[src/sac_regs.vh]
`ifndef SAC_REGS_VH
`define SAC_REGS_VH

// register indices; byte address is four times the index
`define SAC_IDX_MODE      16'hFF80
`define SAC_IDX_CHAN      16'hFF81
`define SAC_IDX_RES_WORD  16'hFF18
`define SAC_IDX_RES_HIGH  16'hFF1A
`define SAC_IDX_STATUS    16'hFF1B

`define SAC_MODE_RESET    8'h00
`define SAC_CHAN_RESET    8'h00
`define SAC_MODE_MASK     8'hB9
`define SAC_CHAN_MASK     8'h03

`define SAC_BIT_START     7
`define SAC_BIT_CMP_EN    0
`define SAC_FR_HI         5
`define SAC_FR_LO         3
`define SAC_CH_HI         1
`define SAC_CH_LO         0

`define SAC_RES_BITS      10
`define SAC_RES_MSB       4'h9
`define SAC_RES_TOP       10'h200
`define SAC_HIGH_LO       2

// sampling and total conversion lengths in peripheral clocks
`define SAC_SMP_000       8'h0C
`define SAC_SMP_001       8'h18
`define SAC_SMP_010       8'h30
`define SAC_SMP_011       8'h58
`define SAC_SMP_100       8'h18
`define SAC_SMP_101       8'h30
`define SAC_SMP_110       8'h60
`define SAC_SMP_111       8'hB0
`define SAC_CNV_000       8'h24
`define SAC_CNV_001       8'h30
`define SAC_CNV_010       8'h48
`define SAC_CNV_011       8'h70
`define SAC_CNV_100       8'h48
`define SAC_CNV_101       8'h60
`define SAC_CNV_110       8'h90
`define SAC_CNV_111       8'hE0

`define SAC_CLK_PERIOD_NS 10
`define SAC_CMP_SETTLE_NS 1000
`define SAC_CMP_SETTLE_CYC ((`SAC_CMP_SETTLE_NS + `SAC_CLK_PERIOD_NS - 1) / `SAC_CLK_PERIOD_NS)
`define SAC_FXP_DIV       10

`define SAC_RESP_OKAY     2'h0
`define SAC_RESP_SLVERR   2'h2

`endif

[src/sac_prescale.v]
`include "sac_regs.vh"
`default_nettype none

// peripheral clock enable; clr restarts the phase so a conversion
// always starts on a whole peripheral clock
module sac_prescale #(
  parameter DIV = `SAC_FXP_DIV
) (
  input  wire       aclk,
  input  wire       aresetn,
  input  wire       clr,
  output reg        tick
);

  reg [7:0] cnt_r;
  localparam integer LAST_I = DIV - 1;
  localparam [7:0]   LAST   = LAST_I[7:0];

  always @(posedge aclk) begin
    if (!aresetn) begin
      cnt_r <= 8'h00;
      tick  <= 1'b0;
    end else if (clr) begin
      cnt_r <= 8'h00;
      tick  <= 1'b0;
    end else begin
      tick <= (cnt_r == LAST);
      if (cnt_r == LAST)
        cnt_r <= 8'h00;
      else
        cnt_r <= cnt_r + 8'h01;
    end
  end

endmodule

`default_nettype wire

[src/sac_axil.v]
`include "sac_regs.vh"
`default_nettype none

module sac_axil #(
  parameter ADDR_W = 18
) (
  // clock and reset
  input  wire              aclk,
  input  wire              aresetn,
  // write channels
  input  wire [ADDR_W-1:0] s_axi_awaddr,
  input  wire              s_axi_awvalid,
  output reg               s_axi_awready,
  input  wire [31:0]       s_axi_wdata,
  input  wire [3:0]        s_axi_wstrb,
  input  wire              s_axi_wvalid,
  output reg               s_axi_wready,
  output reg  [1:0]        s_axi_bresp,
  output reg               s_axi_bvalid,
  input  wire              s_axi_bready,
  // read channels
  input  wire [ADDR_W-1:0] s_axi_araddr,
  input  wire              s_axi_arvalid,
  output reg               s_axi_arready,
  output reg  [31:0]       s_axi_rdata,
  output reg  [1:0]        s_axi_rresp,
  output reg               s_axi_rvalid,
  input  wire              s_axi_rready,
  // core side
  output reg               reg_wr,
  output reg  [15:0]       reg_wr_idx,
  output reg  [7:0]        reg_wr_data,
  output wire [15:0]       reg_rd_idx,
  input  wire [31:0]       reg_rd_data
);

  function mapped;
    input [15:0] idx;
    begin
      mapped = (idx == `SAC_IDX_MODE) || (idx == `SAC_IDX_CHAN) ||
               (idx == `SAC_IDX_RES_WORD) || (idx == `SAC_IDX_RES_HIGH) ||
               (idx == `SAC_IDX_STATUS);
    end
  endfunction

  reg        aw_full_r;
  reg        w_full_r;
  reg [15:0] aw_idx_r;
  reg [7:0]  w_byte_r;
  reg        w_lane0_r;

  assign reg_rd_idx = s_axi_araddr[17:2];

  always @(posedge aclk) begin
    if (!aresetn) begin
      s_axi_awready <= 1'b0;
      s_axi_wready  <= 1'b0;
      s_axi_bvalid  <= 1'b0;
      s_axi_bresp   <= `SAC_RESP_OKAY;
      s_axi_arready <= 1'b0;
      s_axi_rvalid  <= 1'b0;
      s_axi_rresp   <= `SAC_RESP_OKAY;
      s_axi_rdata   <= 32'h0000_0000;
      aw_full_r     <= 1'b0;
      w_full_r      <= 1'b0;
      aw_idx_r      <= 16'h0000;
      w_byte_r      <= 8'h00;
      w_lane0_r     <= 1'b0;
      reg_wr        <= 1'b0;
      reg_wr_idx    <= 16'h0000;
      reg_wr_data   <= 8'h00;
    end else begin
      reg_wr <= 1'b0;
      // ready rises one cycle after reset and after each response
      if (!aw_full_r && !s_axi_bvalid && !s_axi_awready)
        s_axi_awready <= 1'b1;
      if (!w_full_r && !s_axi_bvalid && !s_axi_wready)
        s_axi_wready <= 1'b1;
      if (s_axi_awvalid && s_axi_awready) begin
        aw_full_r     <= 1'b1;
        aw_idx_r      <= s_axi_awaddr[17:2];
        s_axi_awready <= 1'b0;
      end
      if (s_axi_wvalid && s_axi_wready) begin
        w_full_r     <= 1'b1;
        w_byte_r     <= s_axi_wdata[7:0];
        w_lane0_r    <= s_axi_wstrb[0];
        s_axi_wready <= 1'b0;
      end
      if (aw_full_r && w_full_r && !s_axi_bvalid) begin
        // only byte lane 0 carries register bits; other lanes ignored
        reg_wr       <= w_lane0_r && mapped(aw_idx_r);
        reg_wr_idx   <= aw_idx_r;
        reg_wr_data  <= w_byte_r;
        s_axi_bvalid <= 1'b1;
        s_axi_bresp  <= mapped(aw_idx_r) ? `SAC_RESP_OKAY
                                         : `SAC_RESP_SLVERR;
      end
      if (s_axi_bvalid && s_axi_bready) begin
        s_axi_bvalid <= 1'b0;
        aw_full_r    <= 1'b0;
        w_full_r     <= 1'b0;
      end
      if (!s_axi_rvalid && !s_axi_arready)
        s_axi_arready <= 1'b1;
      if (s_axi_arvalid && s_axi_arready) begin
        s_axi_arready <= 1'b0;
        s_axi_rvalid  <= 1'b1;
        s_axi_rdata   <= mapped(reg_rd_idx) ? reg_rd_data : 32'h0000_0000;
        s_axi_rresp   <= mapped(reg_rd_idx) ? `SAC_RESP_OKAY
                                            : `SAC_RESP_SLVERR;
      end
      if (s_axi_rvalid && s_axi_rready)
        s_axi_rvalid <= 1'b0;
    end
  end

endmodule

`default_nettype wire

[src/sac_controller.v]
// Our own choice: the AXI4-Lite slave port.
`include "sac_regs.vh"
`default_nettype none

// Operation
// - result is resolved one bit at a time, MSB first down to LSB
// - each finished conversion loads the 16-bit word, low 10 bits, top zero
// - each finished conversion loads the byte register with the top 8 bits
// - a done interrupt is raised every time a conversion finishes
// - mode and channel registers reset to zero; written only as whole bytes on lane 0
// - mode bit 7 starts or stops conversion; bit 0 enables comparator
// - mode bits 5..3 pick sampling and total lengths from eight pairs
// - counted conversion length covers sampling plus all comparisons
// - start works with comparator off; that first result is unreliable
// - start/enable pick stopped, comparator-only waiting, or converting
// - channel bits 1..0 route input 0 to 3 to the converter
// - conversions repeat on the channel while start stays set
// - writing mode or channel mid-conversion aborts it; it restarts only if start is still set
// - trial bit stays 1 when input is at least the tap, else cleared
module sac_controller #(
  parameter FXP_DIV = `SAC_FXP_DIV
) (
  // clock and reset
  input  wire        aclk,
  input  wire        aresetn,
  // axi4-lite write address and data
  input  wire [17:0] s_axi_awaddr,
  input  wire        s_axi_awvalid,
  output wire        s_axi_awready,
  input  wire [31:0] s_axi_wdata,
  input  wire [3:0]  s_axi_wstrb,
  input  wire        s_axi_wvalid,
  output wire        s_axi_wready,
  // axi4-lite write response
  output wire [1:0]  s_axi_bresp,
  output wire        s_axi_bvalid,
  input  wire        s_axi_bready,
  // axi4-lite read
  input  wire [17:0] s_axi_araddr,
  input  wire        s_axi_arvalid,
  output wire        s_axi_arready,
  output wire [31:0] s_axi_rdata,
  output wire [1:0]  s_axi_rresp,
  output wire        s_axi_rvalid,
  input  wire        s_axi_rready,
  // analog front end
  input  wire        cmp_above,
  output reg  [1:0]  ana_sel,
  output reg         ana_sample,
  output reg         cmp_power,
  output reg  [9:0]  dac_code,
  // events
  output reg         conv_done_irq
);

  localparam [3:0] ST_STOP   = 4'h1;
  localparam [3:0] ST_WAIT   = 4'h2;
  localparam [3:0] ST_SAMPLE = 4'h4;
  localparam [3:0] ST_COMP   = 4'h8;
  localparam integer SETTLE_I = `SAC_CMP_SETTLE_CYC;
  localparam [7:0] SETTLE    = SETTLE_I[7:0];

  // sampling length per clock-select code
  function [7:0] smp_len;
    input [2:0] fr;
    begin
      case (fr)
        3'h0:    smp_len = `SAC_SMP_000;
        3'h1:    smp_len = `SAC_SMP_001;
        3'h2:    smp_len = `SAC_SMP_010;
        3'h3:    smp_len = `SAC_SMP_011;
        3'h4:    smp_len = `SAC_SMP_100;
        3'h5:    smp_len = `SAC_SMP_101;
        3'h6:    smp_len = `SAC_SMP_110;
        default: smp_len = `SAC_SMP_111;
      endcase
    end
  endfunction

  // total length, sampling included
  function [7:0] cnv_len;
    input [2:0] fr;
    begin
      case (fr)
        3'h0:    cnv_len = `SAC_CNV_000;
        3'h1:    cnv_len = `SAC_CNV_001;
        3'h2:    cnv_len = `SAC_CNV_010;
        3'h3:    cnv_len = `SAC_CNV_011;
        3'h4:    cnv_len = `SAC_CNV_100;
        3'h5:    cnv_len = `SAC_CNV_101;
        3'h6:    cnv_len = `SAC_CNV_110;
        default: cnv_len = `SAC_CNV_111;
      endcase
    end
  endfunction

  // clocks per comparison; the leftover is spent before the result lands
  function [7:0] step_len;
    input [2:0] fr;
    reg [31:0] q;
    begin
      q = (cnv_len(fr) - smp_len(fr)) / `SAC_RES_BITS;
      step_len = q[7:0];
    end
  endfunction

  // settle the trial bit and raise the next lower one
  function [9:0] resolve;
    input [9:0] v;
    input [3:0] i;
    input       keep;
    reg   [9:0] r;
    begin
      r = v;
      r[i] = keep;
      if (i != 4'h0)
        r[i - 4'h1] = 1'b1;
      resolve = r;
    end
  endfunction

  wire [15:0] reg_wr_idx;
  wire [7:0]  reg_wr_data;
  wire        reg_wr;
  wire [15:0] reg_rd_idx;
  reg  [31:0] reg_rd_data;

  reg  [7:0]  mode_r;
  reg  [7:0]  chan_r;
  reg  [3:0]  state_r;
  reg  [7:0]  cnt_r;
  reg  [7:0]  step_cnt_r;
  reg  [7:0]  smp_len_r;
  reg  [7:0]  cnv_len_r;
  reg  [7:0]  step_len_r;
  reg  [3:0]  bit_idx_r;
  reg         bits_done_r;
  reg  [9:0]  sar_r;
  reg  [9:0]  res_r;
  reg         first_suspect_r;
  reg         res_suspect_r;
  reg  [7:0]  settle_cnt_r;
  reg         cmp_meta_r;
  reg         cmp_sync_r;
  wire        tick;

  sac_axil #(
    .ADDR_W (18)
  ) u_axil (
    .aclk          (aclk),
    .aresetn       (aresetn),
    .s_axi_awaddr  (s_axi_awaddr),
    .s_axi_awvalid (s_axi_awvalid),
    .s_axi_awready (s_axi_awready),
    .s_axi_wdata   (s_axi_wdata),
    .s_axi_wstrb   (s_axi_wstrb),
    .s_axi_wvalid  (s_axi_wvalid),
    .s_axi_wready  (s_axi_wready),
    .s_axi_bresp   (s_axi_bresp),
    .s_axi_bvalid  (s_axi_bvalid),
    .s_axi_bready  (s_axi_bready),
    .s_axi_araddr  (s_axi_araddr),
    .s_axi_arvalid (s_axi_arvalid),
    .s_axi_arready (s_axi_arready),
    .s_axi_rdata   (s_axi_rdata),
    .s_axi_rresp   (s_axi_rresp),
    .s_axi_rvalid  (s_axi_rvalid),
    .s_axi_rready  (s_axi_rready),
    .reg_wr        (reg_wr),
    .reg_wr_idx    (reg_wr_idx),
    .reg_wr_data   (reg_wr_data),
    .reg_rd_idx    (reg_rd_idx),
    .reg_rd_data   (reg_rd_data)
  );

  wire mode_wr  = reg_wr && (reg_wr_idx == `SAC_IDX_MODE);
  wire chan_wr  = reg_wr && (reg_wr_idx == `SAC_IDX_CHAN);
  wire cfg_wr   = mode_wr || chan_wr;
  wire start_b  = mode_r[`SAC_BIT_START];
  wire cmp_en_b = mode_r[`SAC_BIT_CMP_EN];
  wire [2:0] fr = mode_r[`SAC_FR_HI:`SAC_FR_LO];
  wire idle_st  = (state_r == ST_STOP) || (state_r == ST_WAIT);
  wire comp_st  = (state_r == ST_COMP);
  wire last_tk  = comp_st && tick && (cnt_r + 8'h01 == cnv_len_r);
  // a config write always wins, so a launch waits one cycle after it
  wire launch   = !cfg_wr && start_b && (idle_st || last_tk);

  sac_prescale #(
    .DIV (FXP_DIV)
  ) u_prescale (
    .aclk    (aclk),
    .aresetn (aresetn),
    .clr     (launch),
    .tick    (tick)
  );

  // comparator output is analog-timed; resync before use
  always @(posedge aclk) begin
    if (!aresetn) begin
      cmp_meta_r <= 1'b0;
      cmp_sync_r <= 1'b0;
    end else begin
      cmp_meta_r <= cmp_above;
      cmp_sync_r <= cmp_meta_r;
    end
  end

  // comparator settling time since enable
  always @(posedge aclk) begin
    if (!aresetn)
      settle_cnt_r <= 8'h00;
    else if (!(cmp_en_b || start_b))
      settle_cnt_r <= 8'h00;
    else if (settle_cnt_r != SETTLE)
      settle_cnt_r <= settle_cnt_r + 8'h01;
  end

  always @(posedge aclk) begin
    if (!aresetn) begin
      mode_r          <= `SAC_MODE_RESET;
      chan_r          <= `SAC_CHAN_RESET;
      state_r         <= ST_STOP;
      cnt_r           <= 8'h00;
      step_cnt_r      <= 8'h00;
      smp_len_r       <= 8'h00;
      cnv_len_r       <= 8'h00;
      step_len_r      <= 8'h00;
      bit_idx_r       <= 4'h0;
      bits_done_r     <= 1'b0;
      sar_r           <= 10'h000;
      res_r           <= 10'h000;
      first_suspect_r <= 1'b0;
      res_suspect_r   <= 1'b0;
    end else begin
      if (mode_wr)
        mode_r <= reg_wr_data & `SAC_MODE_MASK;
      if (chan_wr)
        chan_r <= reg_wr_data & `SAC_CHAN_MASK;
      // an aborting write in the finishing cycle leaves the result alone
      if (last_tk && !cfg_wr) begin
        res_r           <= sar_r;
        res_suspect_r   <= first_suspect_r;
        first_suspect_r <= 1'b0;
      end
      if (cfg_wr) begin
        state_r <= ST_STOP;
      end else if (launch) begin
        state_r    <= ST_SAMPLE;
        cnt_r      <= 8'h00;
        smp_len_r  <= smp_len(fr);
        cnv_len_r  <= cnv_len(fr);
        step_len_r <= step_len(fr);
        sar_r      <= 10'h000;
        if (idle_st)
          first_suspect_r <= (settle_cnt_r != SETTLE);
      end else begin
        case (state_r)
          ST_STOP, ST_WAIT: begin
            state_r <= cmp_en_b ? ST_WAIT : ST_STOP;
          end
          ST_SAMPLE: begin
            if (tick) begin
              cnt_r <= cnt_r + 8'h01;
              if (cnt_r + 8'h01 == smp_len_r) begin
                state_r     <= ST_COMP;
                sar_r       <= `SAC_RES_TOP;
                bit_idx_r   <= `SAC_RES_MSB;
                bits_done_r <= 1'b0;
                step_cnt_r  <= 8'h00;
              end
            end
          end
          ST_COMP: begin
            if (last_tk) begin
              state_r <= cmp_en_b ? ST_WAIT : ST_STOP;
            end else if (tick) begin
              cnt_r <= cnt_r + 8'h01;
              if (!bits_done_r) begin
                if (step_cnt_r + 8'h01 == step_len_r) begin
                  step_cnt_r <= 8'h00;
                  sar_r <= resolve(sar_r, bit_idx_r, cmp_sync_r);
                  if (bit_idx_r == 4'h0)
                    bits_done_r <= 1'b1;
                  else
                    bit_idx_r <= bit_idx_r - 4'h1;
                end else begin
                  step_cnt_r <= step_cnt_r + 8'h01;
                end
              end
            end
          end
          default: state_r <= ST_STOP;
        endcase
      end
    end
  end

  // front-end drive, registered
  always @(posedge aclk) begin
    if (!aresetn) begin
      ana_sel       <= 2'h0;
      ana_sample    <= 1'b0;
      cmp_power     <= 1'b0;
      dac_code      <= 10'h000;
      conv_done_irq <= 1'b0;
    end else begin
      ana_sel       <= chan_r[`SAC_CH_HI:`SAC_CH_LO];
      ana_sample    <= (state_r == ST_SAMPLE);
      cmp_power     <= cmp_en_b || start_b;
      dac_code      <= sar_r;
      conv_done_irq <= last_tk && !cfg_wr;
    end
  end

  always @* begin
    reg_rd_data = 32'h0000_0000;
    case (reg_rd_idx)
      `SAC_IDX_MODE:     reg_rd_data[7:0] = mode_r;
      `SAC_IDX_CHAN:     reg_rd_data[7:0] = chan_r;
      `SAC_IDX_RES_WORD: reg_rd_data[9:0] = res_r;
      `SAC_IDX_RES_HIGH: reg_rd_data[7:0] = res_r[9:`SAC_HIGH_LO];
      `SAC_IDX_STATUS:   reg_rd_data[3:0] = {res_suspect_r,
                                             state_r == ST_WAIT,
                                             state_r == ST_COMP,
                                             state_r == ST_SAMPLE};
      default:           reg_rd_data = 32'h0000_0000;
    endcase
  end

endmodule

`default_nettype wire

[config.mk]
export PLATFORM = sky130hd
export DESIGN_NAME = sac_controller
export DESIGN_NICKNAME = d
export VERILOG_FILES = /design/src/sac_prescale.v /design/src/sac_axil.v /design/src/sac_controller.v
export VERILOG_INCLUDE_DIRS = /design/src
export SDC_FILE = /design/constraint.sdc
export NUM_CORES = 1
export LEC_CHECK = 0
export ABC_AREA = 1
export BUFFER_PORTS_ARGS = -buffer_cell sky130_fd_sc_hd__buf_2
export CORE_AREA = 2 2 158 160
export DETAILED_ROUTE_END_ITERATION = 7
export DIE_AREA = 0 0 160 162
export PLACE_DENSITY = 0.62
export SYNTH_ARGS = -nofsm -noshare
export SYNTH_HDL_FRONTEND = slang
export SYNTH_SLANG_ARGS = --single-unit
[constraint.sdc]
create_clock -name aclk -period 3 [get_ports aclk]
set_clock_uncertainty 0.1 [all_clocks]
set_input_delay 0.45 -clock aclk [delete_from_list [all_inputs] [get_ports aclk]]
set_output_delay 0.45 -clock aclk [all_outputs]
set_load 0.01 [all_outputs]
# Word level (Yosys, flattened, before mapping)
# Index checks and enable logic that the tools add are counted.
[word_totals] regBits=205 input_bits=80 output_inout_bits=56
[op_classes] add_sub_neg=6 n_div=1 n_lt_le_gt_ge=4 eq_ne=42 muxes=65 bitwise=4 reduce_logical=70
[ops] op="$eq A16 B16 Y1 const B" count=12
[ops] op="$mux W8" count=15
[ops] op="$mux W10" count=9
[ops] op="$pmux W8 S6" count=1
[ops] op="$mux W4" count=10
[ops] op="$pmux W8 S5" count=1
[ops] op="$add A8 B1 Y8 const B" count=4
[ops] op="$div A32 B4 Y32 const B" count=1
[ops] op="$pmux W8 S2" count=2
[ops] op="$eq A8 B8 Y1" count=3
[ops] op="$pmux W4 S3" count=2
[ops] op="$logic_and A1 B1 Y1" count=22
[ops] op="$reduce_or A2 Y1" count=11
[ops] op="$pmux W10 S2" count=1
[ops] op="$pmux W4 S5" count=1
[ops] op="$reduce_and A8 Y1" count=2
[ops] op="$mux W1" count=13
[ops] op="$logic_or A1 B1 Y1" count=12
[ops] op="$bwmux W10" count=1
[ops] op="$lt A4 B5 Y1 const B" count=2
[ops] op="$or A10 B10 Y10" count=1
[ops] op="$reduce_and A10 Y1" count=1
[ops] op="$eq A3 B3 Y1 const B" count=3
[ops] op="$ne A3 B1 Y1 const B" count=3
[ops] op="31 further kinds" count=59

# Longest topological paths before layout
# Gate-level depths: netlist of the first run.
[logic_depth] depth_word=13 depth_mapped=27

# Modules after synthesis
# A second synthesis of the first run with hierarchy kept.
[hier_totals] cells_unflattened=1403 area_unflattened_um2=9818.2
[modules_own_cells] mod="sac_controller" n_inst=1 cells_each=834 area_each_um2=5669.2 seq_area_each_um2=1961.9
[modules_own_cells] mod="sac_axil" n_inst=1 cells_each=510 area_each_um2=3721.1 seq_area_each_um2=1821.7
[modules_own_cells] mod="sac_prescale" n_inst=1 cells_each=59 area_each_um2=427.9 seq_area_each_um2=180.2

# Worst setup path before layout of the first run
# Ideal clock, no wire load.
[synth_path] kind="reg2reg" startpoint="register mode_r[4]" endpoint="register step_len_r[0]" setup_time_ns=0.117 arrival_ns=3.030 setup_slack_ns=-0.247 stages_incl_launch_ff=25 path_buffers=0 period_less_slack_ns=3.247 cell_sequence="dfxtp_1 > nor2_1 > nor2_1 > inv_1 > ha_1 > a21oi_2 > nand2_4 > clkinv_1 > nand3_2 > a21o_1 > nand2_1 > inv_1 > ha_1 > inv_1 > nand2_1 > nand2_2 > ha_1 > inv_1 > nand3_4 > nor2_4 > inv_2 > nand2_1 > nand3_1 > nor2_1 > nor2_1"
[synth_via] elab_chain_cells=8
[synth_rtl] element="start: declaration" line="sac_controller.v:128" text="reg [7:0] mode_r;"
[synth_rtl] element="start signal: assignment" line="sac_controller.v:220" text="mode_r <= `SAC_MODE_RESET;"
[synth_rtl] element="start signal: assignment" line="sac_controller.v:236" text="mode_r <= reg_wr_data & `SAC_MODE_MASK;"
[synth_rtl] element="$eq A3 B3 Y1 (tied with other cells)" line="sac_controller.v:67, sac_controller.v:84"
[synth_rtl] element="$reduce_or A2 Y1 (no line)"
[synth_rtl] element="$pmux W8 S6 / $pmux W8 S5 (equally long branches)" line="sac_controller.v:84, sac_controller.v:67"
[synth_rtl] element="$mux W8" line="sac_controller.v:247" text="end else if (launch) begin"
[synth_rtl] element="$mux W8" line="sac_controller.v:245" text="if (cfg_wr) begin"
[synth_rtl] element="$mux W8" line="sac_controller.v:219" text="if (!aresetn) begin"
[synth_rtl] element="$sub A8 B8 Y9 *" line="sac_controller.v:102" text="q = (cnv_len(fr) - smp_len(fr)) / `SAC_RES_BITS;"
[synth_rtl] element="$div A32 B4 Y32 (no line) *"
[synth_rtl] element="end signal: assignment" line="sac_controller.v:252" text="step_len_r <= step_len(fr);"
[synth_rtl] element="end: declaration" line="sac_controller.v:135" text="reg [7:0] step_len_r;"
# Every way passes the cells marked *; elsewhere a longest branch is shown, timed or not. The select of a mux whose other input is x is not followed.
# A chain may end at the register's enable or synchronous reset.

# Worst setup path after layout of the first run
[layout_path] startpoint="register mode_r[3]" endpoint="register step_len_r[0]"
# The elaborated chain is that of the path after synthesis.

==> results.sh, run 1 <==
export IMPL_die_h_um=162
export IMPL_clock_latency_ns=0.43
export IMPL_yosys_area_top_type_share=0.411
export IMPL_vias=7454
export IMPL_detail_route_wl_per_cell_um=12.2
export IMPL_grt_overflow=0
export IMPL_place_area_um2=9340
export IMPL_final_hold_viol_count=0
export IMPL_violations="negative setup slack"
export IMPL_maxSlewViolCount=0
export IMPL_initial_core_util=0.348
export IMPL_cts_htree_levels=4
export IMPL_rsz0062_at_grt="true"
export IMPL_numCtsBuffers=17
export IMPL_fin_setup_tns_ns=-0.00956
export IMPL_worstPathRequired_ns=3.22
export IMPL_root_buffer="clkbuf_16"
export IMPL_ys_ff_latch=172
export IMPL_whs_ns=0.0938
export IMPL_drtPass1Iterations=5
export IMPL_hp_class="in -> reg"
export IMPL_outcome="finished, violations left"
export IMPL_finalInstanceArea_um2=10100
export IMPL_critPathCapture="step_len_r[0]"
export IMPL_detail_route_antenna_nets=0
export IMPL_ys_types=56
export IMPL_leakage_nw=4.30
export IMPL_syn_avg_cell_area_um2=7.40
export IMPL_drt_total_wl_mm=19.3
export IMPL_via_per_inst=4.70
export IMPL_switchingPower_mw=1.16
export IMPL_synth_async_sr_flop_share=0
export IMPL_cts_tree="done"
export IMPL_p_sw_frac=0.248
export IMPL_grt_pass1_vias=7032
export IMPL_tightest_slew_ns=0.718
export IMPL_drive_gt1_frac=0.204
export IMPL_row_count=57
export IMPL_r2r_start="mode_r[3]"
export IMPL_finalCritPeriodShare=1.00
export IMPL_crit_path_start="mode_r[3]"
export IMPL_num_io_pins=136
export IMPL_critPathKind="reg -> reg"
export IMPL_ys_seq_area_frac=0.411
export IMPL_portBuffers=78
export IMPL_hpwlAfterDp_mm=14.2
export IMPL_syn_area_um2=8380
export IMPL_core_um2=24100
export IMPL_grt_max_degree=53
export IMPL_die_area_um2=25900
export IMPL_path_max_fanout=5
export IMPL_cts_reportedPaths_clkPinSlew_ns=0.07
export IMPL_finalSetupViolCount=1
export IMPL_stdcell_count=1586
export IMPL_crit_arrival_ns=3.23
export IMPL_place_congestion=0.891
export IMPL_endpoint_kind="flop"
export IMPL_drc_errors=0
export IMPL_r2r_slack_ns=-0.01
export IMPL_p_clk_frac=0.448
export IMPL_area_delta_synth_final_pct=20.2
export IMPL_syn_inst=1133
export IMPL_p_seq_frac=0.503
export IMPL_grt_pass1_wl_mm=32.7
export IMPL_irDropWorstVdd_v=0.000277
export IMPL_numClockSinks=172
export IMPL_final_fill_count=2484
export IMPL_synth_edf_count=0
export IMPL_grt_use_total=0.152
export IMPL_antenna_found_initial=0
export IMPL_cp_start_kind="flop"
export IMPL_cap_viol_max_count=0
export IMPL_postCtsHoldBufs=0
export IMPL_die_w_um=160
export IMPL_synth_ff_type="dfxtp_1"
export IMPL_setup_slack_ns=-0.00956
export IMPL_synth_commonest_cells="dfxtp_1 (172), nor2_1 (163), nand2_1 (149)"
export IMPL_relSlewSlack=0.517
export IMPL_drt_iter0_drc=387
export IMPL_clock_path_buffers=2
export IMPL_fin_nets=1349
export IMPL_period_minus_slack_ns=3.01
export IMPL_yosys_top_cells_area="dfxtp_1 (41%), nor2_1 (7.3%), nand2_1 (6.7%), o21ai_0 (6.3%), inv_1 (6.2%)"
export IMPL_p_total_mw=4.68
export IMPL_rr_worst_depth=24
export IMPL_yosysWarningCount=0
export IMPL_regToRegEndpoint="step_len_r[0]"
export IMPL_pwr_share_comb=0.049
export IMPL_placed_cells=1544
export IMPL_antenna_cells=0
export IMPL_fmaxAchievable_ghz=0.332
export IMPL_synth_most_common_cell="dfxtp_1"
export IMPL_synth_top_area_cell="dfxtp_1"
export IMPL_p_int_mw=3.52
export IMPL_power_density_nw_per_um2=464
state kept, by name (all words and copies together) (netlist names), 8 cells and up:
signal              count
sar_r                  10
step_len_r              8
u_axil.aw_idx_r        16
step_cnt_r              8
dac_code               10
cnt_r                   8
u_prescale.cnt_r        8
res_r                  10
u_axil.s_axi_rdata     10
u_axil.reg_wr_idx      16
settle_cnt_r            8
placed cells by master (no fill, tap or decap), types with 3 or more instances in the layout:
cell type	synthesis	routed
a32o_1	4	4
inv_6	0	3
nor2_2	4	6
clkinv_2	3	3
nor2_4	1	4
a211oi_1	4	4
o22ai_1	12	12
o211ai_1	5	5
nand3_2	5	5
inv_8	0	3
nand2_4	12	15
o221ai_1	4	4
buf_2	3	78
conb_1	2	25
nand3_4	3	3
nor3_1	11	10
a31oi_1	3	3
a21oi_1	62	62
dfxtp_1	172	169
buf_4	26	54
inv_4	2	6
nand2_1	149	140
nor2_1	163	158
clkinv_1	3	3
o31ai_1	7	7
clkbuf_16	0	17
o21ai_0	106	105
xor2_1	16	16
ha_1	20	13
nand4_1	22	22
ha_4	0	6
inv_1	138	131
nand3_1	75	75
inv_2	7	12
dfxtp_4	0	3
nand2_2	12	18
nor4_1	11	11
xnor2_1	5	5
o21ai_1	7	7
metal layers:
metal / track usage / routed length (µm)
met3: 0.0243 / 690
met1: 0.198 / 9330
met5: 0 / 0
met4: 0.0500 / 278
met2: 0.257 / 8990
power by group through the flow:
stage	Clock [mW]	Combinational [mW]	Sequential (mW)
6_report	2.10	0.227	2.35
2_1_floorplan	0	0.170	2.40
3_5_place_dp	0	0.224	2.41
5_1_grt	2.23	0.265	2.36
4_1_cts	2.14	0.228	2.35
3_3_place_gp	0	0.221	2.41
worst max-delay path, stage by stage, from the launching register on:
cell     delay (ns)
dfxtp_4        0.42
nand2_2        0.11
nand2_2        0.09
inv_1          0.06
ha_4           0.29
buf_4          0.12
inv_1          0.05
nand2_2        0.09
nand3_2        0.09
a21o_1         0.20
nand2_2        0.08
inv_2          0.05
ha_4           0.25
inv_2          0.03
nand2_2        0.06
nand2_4        0.09
ha_4           0.17
inv_1          0.06
nand3_1        0.08
nand2_1        0.08
nand4_1        0.09
nand2_1        0.07
nand2_1        0.04
nor2_1         0.09
nor2_1         0.05
cell families (layout without fill, tap and decap cells):
group / count (synthesis) / in the layout / share of synthesized area
AOI/OAI and AO/OA: 223 / 223 / 0.149
DFF: 172 / 172 / 0.411
buffers and inverters: 211 / 317 / 0.110
other: 2 / 25 / 0.000896
adders and majority gates: 20 / 20 / 0.0299
and+or+nand+nor: 481 / 481 / 0.271
xor gates and xnor gates: 24 / 24 / 0.0278
what timing repair did:
action,in CTS,in global routing
resized for setup,19,7
pin swaps,22,2
setup buffers,8,2
endpoints found under the setup margin,2,4
metrics by stage:
step	utilization	setup slack, ns
floorplan	-	-0.0256
global placement	0.387	-0.140
detailed placement	0.387	-0.169
CTS	0.416	0.000300
global route	0.418	-0.233
finish	0.418	-0.00956
how the worst min path moves through the flow:
stage | start | endpoint | slack [ns] | cells past startpoint
2_1_floorplan | cmp_meta_r | cmp_sync_r | 0.29 | 2
3_3_place_gp | cmp_meta_r | cmp_sync_r | 0.31 | 2
3_5_place_dp | cmp_meta_r | cmp_sync_r | 0.30 | 2
4_1_cts | s_axi_rready | u_axil.s_axi_rvalid | 0.08 | 2
5_1_grt | s_axi_rready | u_axil.s_axi_rvalid | 0.09 | 2
6_report | s_axi_rready | u_axil.s_axi_rvalid | 0.09 | 2
final cells by class:
type,instances,area [µm²],share of cell area
multi-input combinational,773,4280,0.425
clock inverter,12,105,0.0104
timing repair buffer,132,796,0.0790
inverter,153,588,0.0584
tap,324,405,0.0402
clock buffer,20,447,0.0443
sequential,172,3450,0.343
No activity file was read; power rests on OpenSTA's default activity.
==> run 2, diff against run 1 <==
--- a/config.mk
+++ b/config.mk
@@ -11,7 +11,7 @@
 export CORE_AREA = 2 2 158 160
 export DETAILED_ROUTE_END_ITERATION = 7
 export DIE_AREA = 0 0 160 162
-export PLACE_DENSITY = 0.62
+export PLACE_DENSITY = 0.6
 export SYNTH_ARGS = -nofsm -noshare
 export SYNTH_HDL_FRONTEND = slang
 export SYNTH_SLANG_ARGS = --single-unit
==> constraint.sdc (replaced) <==
create_clock -name aclk -period 3.56 [get_ports aclk]
set_clock_uncertainty 0.1 [all_clocks]
set_input_delay 0.534 -clock aclk [delete_from_list [all_inputs] [get_ports aclk]]
set_output_delay 0.534 -clock aclk [all_outputs]
set_load 0.01 [all_outputs]
==> run 2 against run 1 <==
Compared with the run above: the run now ends clean; die area did not move; clock power decreased by 11%; sequential share of layout area up 1.4 points; via count is 2.1% lower; global-route usage down 0.49 points; first-iteration DRC count shrank 0.52%; critical endpoint unchanged.
==> results.sh, run 2 (synthesis gave the netlist of run 1 again) <==
export IMPL_outcome="finished, final reports clean"
export IMPL_r2r_slack_ns=0.32
export IMPL_crit_path_start="mode_r[5]"
export IMPL_setup_slack_ns=0.320
export IMPL_cts_htree_levels=4
export IMPL_grt_use_total=0.147
export IMPL_vias=7300
export IMPL_drtPass1Iterations=5
export IMPL_cpLargestDelayFamily="simple AND/OR/NAND/NOR gates"
export IMPL_numCtsBuffers=17
export IMPL_antenna_cells=0
export IMPL_tightest_slew_ns=0.767
export IMPL_core_um2=24100
export IMPL_period_minus_slack_ns=3.24
export IMPL_drive_gt1_frac=0.158
export IMPL_fin_nets=1307
export IMPL_fmaxAchievable_ghz=0.309
export IMPL_root_buffer="clkbuf_16"
export IMPL_cts_tree="done"
export IMPL_hp_class="in -> reg"
export IMPL_row_count=57
export IMPL_numClockSinks=172
export IMPL_place_congestion=0.882
export IMPL_antenna_found_initial=1
export IMPL_detail_route_wl_per_cell_um=12.2
export IMPL_cp_slowest_stage_delay_ns=0.39
export IMPL_endpoint_kind="flop"
export IMPL_rr_worst_depth=27
export IMPL_hold_path_cell_count=2
export IMPL_initial_core_util=0.348
export IMPL_grt_pass1_wl_mm=31.5
export IMPL_rsz0062_at_grt="false"
export IMPL_die_h_um=162
export IMPL_num_io_pins=136
export IMPL_hold_end="u_axil.s_axi_rvalid"
export IMPL_detail_route_antenna_nets=0
export IMPL_final_hold_viol_count=0
export IMPL_grt_overflow=0
export IMPL_hpwlAfterDp_mm=14.0
export IMPL_finalSetupViolCount=0
export IMPL_place_ws_ns=0.0586
export IMPL_cts_reportedPaths_clkPinSlew_ns=0.07
export IMPL_grt_pass1_vias=6694
export IMPL_path_max_fanout=5
export IMPL_die_area_um2=25900
export IMPL_leakage_nw=4.10
export IMPL_finalCritPeriodShare=0.910
export IMPL_whs_ns=0.168
export IMPL_die_w_um=160
export IMPL_cp_slowest_cell="dfxtp_4"
export IMPL_final_cell_mix="dfxtp_1 (169), nor2_1 (160), nand2_1 (149)"
export IMPL_worstPathRequired_ns=3.78
export IMPL_area_delta_synth_final_pct=15.3
export IMPL_clock_latency_ns=0.44
export IMPL_drc_errors=0
export IMPL_relSlewSlack=0.486
export IMPL_cp_start_kind="flop"
export IMPL_via_per_inst=4.73
export IMPL_portBuffers=78
export IMPL_regToRegEndpoint="step_len_r[0]"
export IMPL_cp_num_buf_inv=5
export IMPL_crit_arrival_ns=3.46
export IMPL_reg_top3="u_axil.aw_idx_r: 16 flops, u_axil.reg_wr_idx: 16 flops"
export IMPL_irDropWorstVdd_v=0.000216
export IMPL_final_common_cell="dfxtp_1"
export IMPL_drt_iter0_drc=385
export IMPL_grt_max_degree=66
export IMPL_clock_path_buffers=2
export IMPL_power_density_nw_per_um2=417
export IMPL_r2r_start="mode_r[5]"
export IMPL_final_util=0.401
export IMPL_critPathKind="reg -> reg"
export IMPL_cap_viol_max_count=0
export IMPL_cp_common_cell="nand2_1"
export IMPL_holdCritStartpoint="s_axi_rready"
export IMPL_drt_total_wl_mm=18.8
export IMPL_maxSlewViolCount=0
export IMPL_fin_setup_tns_ns=0
-- run 2: area by class of cell --
| class | count | area [µm²] |
|---|---|---|
| Clock buffer | 19 | 433 |
| Clock inverter | 13 | 155 |
| Fill cell | 2526 | 14400 |
| Inverter | 153 | 583 |
| Multi-Input combinational cell | 773 | 4160 |
| Sequential cell | 172 | 3450 |
| Tap cell | 324 | 405 |
| Timing Repair Buffer | 90 | 480 |
-- run 2: worst reg2reg max path: stages, from the launching register on --
cell and delay (ns):
dfxtp_4 0.39, nand2_1 0.09, inv_2 0.09, nor2_2 0.05, nor2_2 0.17, ha_4 0.25
nand2_1 0.06, inv_1 0.04, nand2_1 0.09, nand2_1 0.05, nand2_1 0.07, nand2_2 0.10
a21o_1 0.21, nand2_1 0.07, inv_1 0.07, ha_1 0.27, inv_1 0.03, nand2_1 0.06
nand2_2 0.09, ha_1 0.19, inv_1 0.09, nand3_4 0.08, nor2_4 0.12, nand3_1 0.08
nand2_1 0.07, nand2_1 0.05, nor2_1 0.08, nor2_1 0.04
-- run 2: how the worst max path moves through the flow --
| stage | end | slack, ns | depth (start not counted) |
|---|---|---|---|
| 2_1_floorplan | step_len_r[0] | 0.31 | 24 |
| 3_3_place_gp | step_len_r[0] | 0.11 | 24 |
| 4_1_cts | step_len_r[0] | 0.04 | 24 |
| 3_5_place_dp | step_len_r[0] | 0.06 | 24 |
| 6_report | step_len_r[0] | 0.32 | 27 |
| 5_1_grt | step_len_r[0] | 0.01 | 27 |
-- run 2: repair_timing --
item,CTS,global route
endpoints found under the setup margin,0,2
buffers inserted,0,1
resized for setup,0,17
hold buffers,0,0
-- run 2: layer usage --
layer | vias up | global-route usage | wire length [µm]
met5 | - | 0 | 0
met4 | 0 | 0.0500 | 292
met3 | 22 | 0.0294 | 746
met2 | 148 | 0.243 | 8660
met1 | 3310 | 0.192 | 9140
li1 | 3820 | - | -
-- run 2: stage by stage --
step	power [mW]	cells	instance area, µm²
6_report	4.03	1544	9660
5_1_grt	4.18	1544	9660
4_1_cts	4.07	1543	9600
3_5_place_dp	2.22	1511	9010
3_3_place_gp	2.21	1511	9010
2_1_floorplan	2.17	1156	8470
-- run 2: where the power goes --
group	internal, mW	total (mW)	switching [mW]
registers	1.96	1.98	0.0247
logic	0.0641	0.184	0.120
clock network	1.00	1.86	0.858
total	3.03	4.03	1.00
